## src/core/relay_link_pkg.sv

```systemverilog
/*
  constants, register map and helpers shared by both ends of the relay
  output serial link.
  assumes a 100 mhz core clock on each end; the link clock comes from the
  host end.
*/
package relay_link_pkg;

  // ****************************************************************
  // timing
  // ****************************************************************
  localparam int unsigned CORE_PERIOD_NS = 10;
  localparam int unsigned REFRESH_US = 100;
  localparam int unsigned REFRESH_CYCLES =
    (REFRESH_US * 1000) / CORE_PERIOD_NS;
  // serial clock rate and the host-side delays, rounded up to cycles
  localparam int unsigned LINK_FREQ_KHZ = 4000;
  localparam int unsigned LINK_HALF_NS = 1000000 / (2 * LINK_FREQ_KHZ);
  localparam int unsigned LINK_HALF_CYCLES =
    (LINK_HALF_NS + CORE_PERIOD_NS - 1) / CORE_PERIOD_NS;
  localparam int unsigned SCLK_PULSE_MIN_NS = 60;
  localparam int unsigned SCLK_PULSE_MIN_CYCLES =
    (SCLK_PULSE_MIN_NS + CORE_PERIOD_NS - 1) / CORE_PERIOD_NS;
  localparam int unsigned LEAD_NS = 80;
  localparam int unsigned LEAD_CYCLES =
    (LEAD_NS + CORE_PERIOD_NS - 1) / CORE_PERIOD_NS;
  localparam int unsigned FIRST_RISE_NS = 10;
  localparam int unsigned FIRST_RISE_CYCLES =
    (FIRST_RISE_NS + CORE_PERIOD_NS - 1) / CORE_PERIOD_NS;
  localparam int unsigned TAIL_NS = 80;
  localparam int unsigned TAIL_CYCLES =
    (TAIL_NS + CORE_PERIOD_NS - 1) / CORE_PERIOD_NS;
  localparam int unsigned GAP_NS = 170;
  localparam int unsigned GAP_CYCLES =
    (GAP_NS + CORE_PERIOD_NS - 1) / CORE_PERIOD_NS;
  localparam int unsigned PWM_MAX_HZ = 5000;

  // ****************************************************************
  // word format
  // ****************************************************************
  localparam int unsigned WORD_BITS = 8;
  localparam int unsigned CHANNEL_ONE_BIT = 0;
  localparam int unsigned CHANNEL_EIGHT_BIT = 7;
  localparam logic [7:0] CONTROL_RESET = 8'h00;
  localparam int unsigned EDGE_COUNT_W = 5;
  localparam logic [4:0] WORD_EDGES = 5'h08;

  // ****************************************************************
  // host register map (byte addresses)
  // ****************************************************************
  localparam logic [7:0] TX_WORD_OFS = 8'h00;
  localparam logic [7:0] STATUS_OFS = 8'h04;
  localparam int unsigned BUSY_BIT = 0;
  localparam int unsigned REFUSED_BIT = 1;

  function automatic logic [4:0] gray_to_bin(input logic [4:0] g);
    logic [4:0] b;
    b[4] = g[4];
    for (int i = 3; i >= 0; i--) begin
      b[i] = b[i + 1] ^ g[i];
    end
    return b;
  endfunction

  function automatic logic [4:0] bin_to_gray(input logic [4:0] b);
    return b ^ (b >> 1);
  endfunction

endpackage

```

## src/core/relay_link_if.sv

```systemverilog
/*
  the three wires between the host controller and the relay output device.
  assumes the bench or a top connects one host and one device.
*/
interface relay_link_if;
  logic sclk; // serial clock, made by the host
  logic mosi; // serial data, host to device
  logic select_low; // frame select, active low

  modport device(input sclk, input mosi, input select_low);
  modport host(output sclk, output mosi, output select_low);
endinterface

```

## src/core/relay_link_host.sv

```systemverilog
/*
  host end of the relay output link: an ahb-lite register slave that takes
  a word from software and sends it as one framed 8-bit serial transfer.
  assumes a single ahb-lite master, single word transfers, and a device
  that samples data on the rising serial clock.
*/
// Local design decisions: register access over AHB-Lite and the address map.
// What the document requires
// [RULE1] device keeps one 8-bit control register
// [RULE2] control bit 1 on, 0 off
// [RULE3] outputs refresh from register every 100 us
// [RULE4] pwm rewrites at twice rate, max 5 khz
// [RULE5] force pin high turns channel one on
// [RULE6] every transfer carries exactly eight bits
// [RULE7] clock and data count only while selected
// [RULE8] select release after eight bits loads register
// [RULE9] serial clock low while select is high
// [RULE10] at least 10 ns select to first rise
// [RULE11] at least 80 ns last fall to release
// [RULE12] at least 170 ns between two words
// [RULE13] most significant bit goes first
// [RULE14] sample on rise, change data while low
module relay_link_host
  import relay_link_pkg::*;
#(
  parameter int unsigned HALF_CYC = LINK_HALF_CYCLES
) (
  input wire logic core_clk, // core clock, 100 mhz
  input wire logic reset, // async reset, active high
  input wire logic hsel, // ahb slave select
  input wire logic [31:0] haddr, // ahb address
  input wire logic [1:0] htrans, // ahb transfer type
  input wire logic hwrite, // ahb write
  input wire logic [2:0] hsize, // ahb size, word only
  input wire logic [31:0] hwdata, // ahb write data
  input wire logic hready, // ahb bus ready
  output logic hreadyout, // ahb slave ready
  output logic hresp, // ahb response, always okay
  output logic [31:0] hrdata, // ahb read data
  relay_link_if.host link // serial link to the device
);

  // ****************************************************************
  // state
  // ****************************************************************
  typedef enum logic [2:0] {IDLE, LEAD, HIGH, LOW, TAIL, GAP} phase_t;

  typedef struct packed {
    phase_t phase;
    logic [7:0] timer;
    logic [2:0] bit_cnt;
    logic [7:0] word;
    logic [7:0] last_word;
    logic refused;
    logic ph_valid;
    logic ph_write;
    logic [7:0] ph_addr;
    logic [31:0] rdata;
    logic sclk;
    logic mosi;
    logic sel_low;
  } host_state_t;

  host_state_t q, d;
  logic busy;

  // read mux used at the address phase so data stand in the data phase
  function automatic logic [31:0] read_reg(input logic [7:0] a,
                                           input host_state_t s,
                                           input logic b);
    logic [31:0] v;
    v = 32'h0000_0000;
    if (a == TX_WORD_OFS) begin
      v[7:0] = s.last_word;
    end else if (a == STATUS_OFS) begin
      v[BUSY_BIT] = b;
      v[REFUSED_BIT] = s.refused;
    end
    return v;
  endfunction

  // one decode of a data-phase write, shared by every register
  function automatic logic wr_hit(input host_state_t s,
                                  input logic [7:0] a);
    return s.ph_valid && s.ph_write && s.ph_addr == a;
  endfunction

  assign busy = (q.phase != IDLE);

  // ****************************************************************
  // bus slave and serial sequencer
  // ****************************************************************
  always_comb begin
    d = q;
    // address phase capture; zero wait states
    d.ph_valid = hsel && htrans[1] && hready;
    d.ph_write = hwrite;
    d.ph_addr = {haddr[7:2], 2'b00};
    d.rdata = 32'h0000_0000;
    if (d.ph_valid && !hwrite) begin
      d.rdata = read_reg(d.ph_addr, q, busy);
    end
    // data phase of a write; clearing goes first so a new refusal wins
    if (wr_hit(q, STATUS_OFS)) begin
      if (hwdata[REFUSED_BIT]) begin
        d.refused = 1'b0;
      end
    end
    case (q.phase)
      IDLE: begin
        d.sclk = 1'b0;
        d.sel_low = 1'b1;
        if (wr_hit(q, TX_WORD_OFS)) begin
          // software sets the update rate, hence any pwm period
          d.word = hwdata[7:0]; // [RULE4]
          d.last_word = hwdata[7:0];
          d.mosi = hwdata[CHANNEL_EIGHT_BIT]; // [RULE13]
          d.sel_low = 1'b0; // [RULE7]
          d.timer = 8'h00;
          d.bit_cnt = 3'h0;
          d.phase = LEAD;
        end
      end
      LEAD: begin
        // lead covers both the first rise and first fall minimums
        if (q.timer == 8'(LEAD_CYCLES - 1)) begin // [RULE10]
          d.sclk = 1'b1; // [RULE14]
          d.timer = 8'h00;
          d.phase = HIGH;
        end else begin
          d.timer = q.timer + 8'h01;
        end
      end
      HIGH: begin
        if (q.timer == 8'(HALF_CYC - 1)) begin
          d.sclk = 1'b0;
          d.timer = 8'h00;
          if (q.bit_cnt == 3'(WORD_BITS - 1)) begin // [RULE6]
            d.phase = TAIL;
          end else begin
            d.bit_cnt = q.bit_cnt + 3'h1;
            d.phase = LOW;
          end
        end else begin
          d.timer = q.timer + 8'h01;
        end
      end
      LOW: begin
        // new bit one cycle after the fall keeps hold time on the pins
        if (q.timer == 8'h00) begin
          d.word = {q.word[6:0], 1'b0};
          d.mosi = q.word[6]; // [RULE14] [RULE13]
        end
        if (q.timer == 8'(HALF_CYC - 1)) begin
          d.sclk = 1'b1;
          d.timer = 8'h00;
          d.phase = HIGH;
        end else begin
          d.timer = q.timer + 8'h01;
        end
      end
      TAIL: begin
        if (q.timer == 8'(TAIL_CYCLES - 1)) begin // [RULE11]
          d.sel_low = 1'b1; // [RULE8]
          d.timer = 8'h00;
          d.phase = GAP;
        end else begin
          d.timer = q.timer + 8'h01;
        end
      end
      GAP: begin
        d.sclk = 1'b0; // [RULE9]
        if (q.timer == 8'(GAP_CYCLES - 1)) begin // [RULE12]
          d.timer = 8'h00;
          d.phase = IDLE;
        end else begin
          d.timer = q.timer + 8'h01;
        end
      end
      default: begin
        d.phase = IDLE;
        d.sclk = 1'b0;
        d.sel_low = 1'b1;
      end
    endcase
    // a word written while a frame runs is dropped, not queued
    if (busy && wr_hit(q, TX_WORD_OFS)) begin
      d.refused = 1'b1;
    end
  end

  // state register; reset leaves the link idle, select high, clock low
  always_ff @(posedge core_clk or posedge reset) begin
    if (reset) begin
      q <= '{phase: IDLE, sel_low: 1'b1, default: '0};
    end else begin
      q <= d;
    end
  end

  // ****************************************************************
  // outputs: link and read data from flip-flops, ready and response tied to constants
  // ****************************************************************
  // zero wait states: every transfer ends in its first data phase
  assign hreadyout = 1'b1;
  assign hresp = 1'b0;
  assign hrdata = q.rdata;
  assign link.sclk = q.sclk;
  assign link.mosi = q.mosi;
  assign link.select_low = q.sel_low;

endmodule

```

## src/flat_wrapper.sv

```systemverilog
// flat-port wrapper written by rule: the top's interface ports become plain ports
module relay_link_host_flat import relay_link_pkg::*;
#(
  parameter int unsigned HALF_CYC = LINK_HALF_CYCLES
)
  (core_clk, reset, hsel, haddr, htrans, hwrite, hsize, hwdata, hready, hreadyout, hresp, hrdata, link_sclk, link_mosi, link_select_low);
  relay_link_if link_i ();
  input wire logic core_clk;
  input wire logic reset;
  input wire logic hsel;
  input wire logic [31:0] haddr;
  input wire logic [1:0] htrans;
  input wire logic hwrite;
  input wire logic [2:0] hsize;
  input wire logic [31:0] hwdata;
  input wire logic hready;
  output logic hreadyout;
  output logic hresp;
  output logic [31:0] hrdata;
  output wire logic [$bits(link_i.sclk)-1:0] link_sclk;
  output wire logic [$bits(link_i.mosi)-1:0] link_mosi;
  output wire logic [$bits(link_i.select_low)-1:0] link_select_low;
  assign link_sclk = link_i.sclk;
  assign link_mosi = link_i.mosi;
  assign link_select_low = link_i.select_low;
  relay_link_host #(.HALF_CYC(HALF_CYC)) u_core (.core_clk(core_clk), .reset(reset), .hsel(hsel), .haddr(haddr), .htrans(htrans), .hwrite(hwrite), .hsize(hsize), .hwdata(hwdata), .hready(hready), .hreadyout(hreadyout), .hresp(hresp), .hrdata(hrdata), .link(link_i));
endmodule
```

## config.mk

```make
export PLATFORM = sky130hd
export DESIGN_NAME = relay_link_host_flat
export DESIGN_NICKNAME = d
export VERILOG_FILES = /design/src/core/relay_link_pkg.sv /design/src/core/relay_link_if.sv /design/src/core/relay_link_host.sv /design/src/flat_wrapper.sv
export SDC_FILE = /design/constraint.sdc
export NUM_CORES = 1
export LEC_CHECK = 0
export BUFFER_PORTS_ARGS = -buffer_cell sky130_fd_sc_hd__buf_2
export CORE_MARGIN = 2
export CORE_UTILIZATION = 40
export DETAILED_ROUTE_END_ITERATION = 8
export GPL_TIMING_DRIVEN = 0
export PLACE_DENSITY = 0.69
export REMOVE_ABC_BUFFERS = 1
export SYNTH_ARGS = -nofsm -noshare
export SYNTH_HDL_FRONTEND = slang
export SYNTH_SLANG_ARGS = --single-unit
```

## constraint.sdc

```tcl
create_clock -name core_clk -period 5 [get_ports core_clk]
set_input_delay 0.75 -clock core_clk [delete_from_list [all_inputs] [get_ports core_clk]]
set_output_delay 0.75 -clock core_clk [all_outputs]
set_load 0.1 [all_outputs]
```

# --- Word-level counts from Yosys, hierarchy flattened ---
# Cells that the tools add are included.
totals:
  register_bits: 49
  latchBits: 0
  mem_bits_rw: 0
  rom_bits: 0
  in_bits: 74
  output_inout_bits: 37
  wordCells: 97
  memories: 0
classes:
  n_addsub: 2
  mul: 0
  div_mod_pow: 0
  magnitude_cmp: 0
  n_eq_ne: 19
  shifts: 0
  muxes: 32
  bitwise_logic: 2
  reduce_logical: 29
ops:
  columns: ["cell", "n"]
  rows:
  - ["$mux 8", 4]
  - ["$pmux 8 s4", 1]
  - ["$mux 30", 1]
  - ["$mux 3", 8]
  - ["$pmux 3 s6", 1]
  - ["$logic_not 8->1", 2]
  - ["$ne 2x1->1 const B", 7]
  - ["$pmux 7 s2", 1]
  - ["$eq 6x1->1 const B", 2]
  - ["$eq 3x3->1 const B", 3]
  - ["$add 8x1->8 const B", 1]
  - ["$eq 8x3->1 const B", 1]
  - ["$eq 8x4->1 const B", 1]
  - ["$eq 8x5->1 const B", 1]
  - ["$reduce_and 2->1", 4]
  - ["$reduce_and 4->1", 2]
  - ["$reduce_bool 2->1", 4]
  - ["$logic_and 1x1->1", 7]
  - ["$mux 1", 7]
  - ["$mux 7", 1]
  - ["$eq 3x2->1 const B", 2]
  - ["$logic_not 6->1", 1]
  - ["$mux 2", 3]
  - ["$mux 6", 1]
  - ["16 further kinds", 18]

# --- Logic depth before layout (Yosys ltp) ---
# Gate-level depths: netlist of the first run.
depth:
  word_depth: 5
  mapped_depth: 7
  ltp_nobuf: 7

# --- Worst setup path before layout of the first run ---
# No wires, ideal clock.
synth_path:
  kind: "register -> register"
  start: "register u_core.q[40] (netlist name)"
  end: "register u_core.q[70] (netlist name)"
  setup_time_ns: 0.087
  arrival_time_ns: 1.610
  required_time_ns: 4.913
  path_slack_ns: 3.303
  path_stages_with_launch: 6
  path_buffers: 0
  period_less_slack_ns: 1.697
  cell_sequence: "dfrtp_1 > nor4_4 > nor4b_4 > o21ai_2 > or3_1 > o211ai_1"
synth_via:
  elab_chain_cells: 4
synth_lines:
  columns: ["element", "line_no", "rtl"]
  rows:
  - ["from (decl)", "relay_link_host.sv:64", "host_state_t q, d;"]
  - ["from (signal assigned)", "relay_link_host.sv:195", "q <= '{phase: IDLE, sel_low: 1'b1, default: '0};"]
  - ["from (signal assigned)", "relay_link_host.sv:197", "q <= d;"]
  - ["$logic_not 8->1", "relay_link_host.sv:85", "return s.ph_valid && s.ph_write && s.ph_addr == a;"]
  - ["$logic_and 1x1->1", "relay_link_host.sv:85", null]
  - ["$ne 2x1->1 (no source line)", null, null]
  - ["$reduce_and 2->1 (no source line)", null, null]
# Every way passes these cells.
# A chain may end at the register's enable or synchronous reset.

# --- Worst setup path in the final report of the first run ---
layout_path:
  start: "register u_core.q[75] (netlist name)"
  end: "register u_core.q[64] (netlist name)"
layout_via:
  elab_chain_cells: 3
  elab_cells_between_ends: 8
  cone_classes: "4 x eq/ne; 1 x mux; 3 x reduce/logical"
layout_lines:
  columns: ["element", "line_no", "rtl"]
  rows:
  - ["$eq 3x2->1 / $logic_not 3->1 (equally long branches)", "relay_link_host.sv:109", "case (q.phase)"]
  - ["$ne 2x2->1 (no source line) (tied with other cells)", null, null]
  - ["$reduce_and 4->1 (no source line)", null, null]
# Several ways; a longest one is shown, not always the timed one.

==> results.py, run 1 <==
metrics = {
    "synthesis": {
        "synth_area_leaders": "dfrtp_1 47%, buf_4 10%, nor2_1 3.1%, a22oi_1 3.0%, nand2_1 2.8%",
        "yosysTopAreaCellShare_pct": 47.5,
        "syn_inst": 246,
        "synth_edf_count": 0,
        "yosys.cell_types.count": 48,
        "synth_most_common_cell": "dfrtp_1",
        "syn_area_um2": 2530,
        "ys_warn_count": 0,
        "synthArstFlopShare_pct": 100,
        "ys_top_cells_by_count": "48 x dfrtp_1, 35 x buf_4, 21 x nor2_1",
        "yosys_register_bits": 49,
        "ys_seq_area_share_pct": 48.5,
        "synth_top_area_cell": "dfrtp_1",
        "avgSynthCellArea_um2": 10.3,
        "synthFlopType": "dfrtp_1",
    },
    "die": {
        "initial_core_util_pct": 42.0,
        "chipHeight_um": 83.6,
        "rows": 28,
        "die_area_um2": 6980,
        "core_um2": 6030,
        "ioPinCount": 111,
        "fp.dieW_um": 83.6,
    },
    "pwr": {
        "p_per_area_nw_per_um2": 471,
        "p_leak_nw": 1.25,
        "ir_worst_vdd_v": 0.000236,
        "fin_total_pwr_mw": 1.27,
    },
    "grt": {
        "antenna_found_initial": 0,
        "grt.total_usage_pct": 14.3,
        "grt_overflow": 0,
        "grt_pass1_vias": 1759,
        "grt_max_degree": 38,
        "grt_pass1_wl_mm": 8.15,
    },
    "placement": {
        "place_ws_ns": 2.70,
        "portBuffers": 30,
        "dp_cells": 337,
        "place_congestion": 0.885,
        "dp_hpwl_mm": 3.28,
    },
    "setup_path": {
        "cpMaxStageDelayCell": "nand3_1",
        "required_ns": 5.23,
        "end_kind": "flop",
        "critPathLaunch": "u_core.q[75]",
        "regToRegStartpoint": "u_core.q[75]",
        "r2r_slack_ns": 2.69,
        "reg2reg_depth": 5,
        "path_class": "flop to flop",
        "critPathLaunchType": "flop",
        "crit_path_cell_trace": "nor4_1 -> nand3_1 -> a21oi_1 -> a22oi_1 -> o2bb2ai_1",
        "cpPeakStageDelay_ns": 0.57,
        "path_max_fanout": 15,
        "crit_arrival_ns": 2.54,
    },
    "run_status": {
        "status": "finished, final reports clean",
    },
    "route": {
        "drtPass1Iterations": 4,
        "drt_iter0_drc": 113,
        "wirelength_mm": 4.49,
        "vias_per_cell": 5.11,
        "wl_per_cell_um": 13.0,
        "vias": 1764,
        "drtAntennaViolNets": 0,
        "drc": 0,
    },
    "min_path": {
        "hp-class": "input pin to async pin",
    },
    "cts": {
        "clockBufferDepth": 2,
        "cts_root_buf": "clkbuf_8",
        "path_clk_slew_ns": 0.09,
        "clock_latency_ns": 0.30,
        "numClockSinks": 49,
        "cts_setup_buffers": 0,
        "post_cts_resized": 0,
        "cts_buffers": 5,
        "holdBufCountCts": 0,
        "tritoncts": "built",
        "cts.htree.levels": 2,
    },
    "final_layout": {
        "synthToLayoutAreaGrowth_pct": 6.33,
        "ff_latch_area_um2": 1230,
        "fillCellCount": 600,
        "fin_cells": 345,
        "diodes": 0,
        "fin_util_pct": 44.7,
        "layout.nets": 347,
        "multiInputGateArea_um2": 1070,
        "drive_gt1_share_pct": 20.7,
    },
    "run": {
        "cap_violations": 0,
    },
    "sta": {
        "report.final.setup_viol": 0,
        "period_share_pct": 46.3,
        "min_period_ns": 2.31,
        "tightest_slew_ns": 0.820,
        "slew_headroom_pct": 44.9,
        "clock_skew_ns": 0.00840,
        "setup_slack_ns": 2.69,
        "hold_violations": 0,
        "tns_ns": 0,
        "rsz0062_at_grt": "false",
        "slew_violations": 0,
        "fmax_mhz": 432,
    },
}
==> flip-flops by register name, summed over array words and instances (netlist names) <==
name and flops:
u_core.link.select_low 1, u_core.link.mosi 1, u_core.link.sclk 1, u_core.q 38, u_core.hrdata 8
==> kinds of logic (layout without fill, tap and decap cells) <==
kind of cell,after synthesis,in the layout,synth area share (%)
adders and majority gates,4,4,1.98
AOI/OAI and AO/OA,58,58,15.9
other,2,26,0.297
buffers and inverters,49,49,12.6
xor gates and xnor gates,1,1,0.346
DFF,49,49,48.5
muxes,9,9,3.86
and+or+nand+nor,74,74,16.5
==> worst max-delay path: cells and delay by family (launching register included) <==
kind / cells / cell delay [ns]
DFF: 1 / 0.52
AOI/OAI and AO/OA: 3 / 0.72
and+or+nand+nor: 2 / 1.00
==> where the power goes <==
group / internal (mW) / total (mW) / switching [mW]
clock: 0.0987 / 0.230 / 0.131
combinational: 0.149 / 0.492 / 0.344
sequential: 0.470 / 0.546 / 0.0754
total: 0.717 / 1.27 / 0.550
==> layout by cell type (no fill, tap or decap), types with 2 or more instances in the layout <==
master,n
dfrtp_1,48
buf_2,30
conb_1,26
nor2_1,21
nand2_1,19
o21ai_0,13
a21oi_1,11
a22oi_1,10
inv_1,9
mux2_2,6
and2_1,6
o211ai_1,5
clkbuf_8,5
nand4_1,4
o2bb2ai_1,4
ha_1,4
nand3_1,3
nor3_1,3
mux2i_1,3
nor4_4,2
nor4_1,2
nand2b_1,2
o21a_1,2
and3_1,2
o22ai_1,2
a31oi_1,2
clkinvlp_4,2
==> worst paths after layout <==
kind / to
max: u_core.q[64]
min: u_core.q[71]
max reg2reg: u_core.q[64]
min reg2reg: u_core.hrdata[2]
max in group asynchronous: u_core.link.select_low
min in group core_clk: u_core.hrdata[2]
==> layer usage <==
metal	global-route usage, %	share of wire, %	vias to the layer above
met1	19.7	47	843
li1	-	-	858
met4	5.43	1.8	0
met5	0	0	-
met3	3.17	5.6	12
met2	22.0	45	51
==> area by class of cell <==
| cell class | instances | share of cell area, % |
|---|---|---|
| clock inverters | 2 | 0.558 |
| repair buffers | 31 | 6.32 |
| flip-flops and latches | 49 | 45.6 |
| inverters | 10 | 1.39 |
| clock buffers | 6 | 2.70 |
| well taps | 75 | 3.49 |
| multi-input cells | 172 | 39.9 |
==> metrics by stage <==
step	hold slack [ns]	area, um2
after floorplan	0.447	2340
after global placement	0.453	2580
after detailed placement	0.462	2600
after CTS	0.397	2690
after global routing	0.416	2690
final	0.392	2690
Note: power is estimated with default switching activity, not from simulation.
==> inputs of run 2 (changes only) <==
Clock period 5 ns to 2.2 ns, I/O delays scaled along.
==> run 2 against run 1 <==
Register-to-register slack lost 2.5 ns. Combinational power rose by 130%. Critical path type unchanged. Design area is 1.3% higher. Global-route usage stayed put. Largest power group unchanged. Utilization rose by 0.56 points. Sequential power increased by 130%.
==> results.py, run 2 (synthesis gave the netlist of run 1 again) <==
metrics = {
    "run_status": {
        "status": "finished, final reports clean",
    },
    "die": {
        "initial_core_util_pct": 42.0,
        "chipHeight_um": 83.6,
        "fp.dieW_um": 83.6,
        "core_um2": 6030,
        "ioPinCount": 111,
        "die_area_um2": 6980,
        "rows": 28,
    },
    "pwr": {
        "switchingPower_mw": 1.25,
        "p_leak_nw": 1.25,
        "pwr-share-clk_pct": 18.0,
        "intPower_mw": 1.63,
        "switching_share_pct": 43.4,
        "combinationalPowerShare_pct": 38.9,
        "p_per_area_nw_per_um2": 1060,
        "seqPwrFrac_pct": 43.0,
        "fin_total_pwr_mw": 2.89,
        "ir_worst_vdd_v": 0.000533,
    },
    "route": {
        "drc": 0,
        "wirelength_mm": 4.46,
        "vias": 1743,
        "drtPass1Iterations": 4,
        "wl_per_cell_um": 12.9,
        "drtAntennaViolNets": 0,
        "drt_iter0_drc": 130,
        "vias_per_cell": 5.04,
    },
    "grt": {
        "grt.total_usage_pct": 14.3,
        "grt_pass1_vias": 1769,
        "grt_max_degree": 38,
        "antenna_found_initial": 0,
        "grt_pass1_wl_mm": 8.16,
        "grt_overflow": 0,
    },
    "sta": {
        "rsz0062_at_grt": "false",
        "fin_hold_ws_ns": 0.149,
        "min_period_ns": 2.02,
        "tns_ns": 0,
        "period_share_pct": 92.0,
        "tightest_slew_ns": 0.619,
        "setup_slack_ns": 0.176,
        "slew_violations": 0,
        "slew_headroom_pct": 58.8,
        "hold_violations": 0,
        "report.final.setup_viol": 0,
        "fmax_mhz": 494,
        "clock_skew_ns": 0.00822,
    },
    "cts": {
        "clockBufferDepth": 2,
        "cts.htree.levels": 2,
        "cts_setup_buffers": 0,
        "cts_buffers": 5,
        "path_clk_slew_ns": 0.09,
        "numClockSinks": 49,
        "cts_root_buf": "clkbuf_8",
        "clock_latency_ns": 0.30,
        "tritoncts": "built",
    },
    "setup_path": {
        "required_ns": 2.34,
        "cpMaxStageDelayCell": "o31ai_4",
        "path_delay_family": "compound AO/OA/AOI/OAI gates",
        "crit_path_cell_trace": "nor4_4 -> nand4b_1 -> o31ai_4 -> o22ai_1",
        "cpPeakStageDelay_ns": 0.57,
        "end_kind": "flop",
        "critPathBufInv": 0,
        "path_max_fanout": 15,
        "crit_arrival_ns": 2.17,
        "critPathLaunchType": "flop",
        "path_class": "flop to flop",
        "r2r_slack_ns": 0.18,
    },
    "final_layout": {
        "layout_common_cells": "48 x dfrtp_1, 30 x buf_2, 26 x conb_1, 21 x nor2_1, 19 x nand2_1",
        "synthToLayoutAreaGrowth_pct": 7.66,
        "fin_cells": 346,
        "fin_util_pct": 45.2,
        "fillCellCount": 595,
        "fin_area_um2": 2730,
        "largest_register": "u_core.q",
        "diodes": 0,
        "largest_reg_flops": 38,
        "layout_commonest_cell": "dfrtp_1",
        "ff_latch_area_um2": 1230,
        "drive_gt1_share_pct": 21.8,
        "multiInputGateArea_um2": 1100,
        "layout.nets": 348,
    },
    "placement": {
        "dp_hpwl_mm": 3.28,
        "portBuffers": 30,
        "place_ws_ns": -0.104,
        "place_area_um2": 2600,
        "dp_cells": 337,
        "place_congestion": 0.885,
    },
    "run": {
        "cap_violations": 0,
    },
    "min_path": {
        "hp-class": "input pin to flop",
    },
}
run 2: cell types whose count changed in the layout (fill, tap and decap cells not counted), sizes merged:
cell | before | now
dlygate4sd3 | 0 | 1
run 2: layout make-up:
class	instances	area share [%]
multi-input combinational	172	40.3
tap	75	3.44
clock buffer	6	2.66
timing repair buffer	32	6.61
sequential	49	45.0
clock inverter	2	0.551
inverter	10	1.38
run 2: power groups by stage:
stage / logic [mW] / clock network (mW) / registers (mW)
after floorplan: 0.806 / 0 / 1.34
after global placement: 1.09 / 0 / 1.25
after detailed placement: 1.12 / 0 / 1.26
after CTS: 1.13 / 0.538 / 1.24
after global routing: 1.26 / 0.569 / 1.27
final: 1.12 / 0.521 / 1.24
run 2: worst paths after layout:
check,startpoint,end,cells past startpoint
min in group asynchronous,reset,u_core.q[71],3
setup / recovery,u_core.q[70],u_core.q[54],4
hold / removal,hwrite,u_core.q[43],1
max in group asynchronous,reset,u_core.link.select_low,4
setup reg to reg,u_core.q[70],u_core.q[54],4
hold reg to reg,u_core.q[48],u_core.hrdata[2],1
run 2: metal layers:
metal  vias up  track usage [%]  part of all wire (%)
li1        858                -                     -
met1       825             19.6                    49
met3        12             3.17                   4.4
met2        48             22.1                    45
met5         -                0                     0
met4         0             5.43                   1.8
run 2: repair_timing:
| item | in CTS | in global routing |
|---|---|---|
| hold endpoints to repair | 12 | 0 |
| hold buffers | 1 | 0 |
| setup endpoints to repair | 11 | 11 |
| resized for setup | 1 | 3 |
| gates cloned | 0 | 0 |
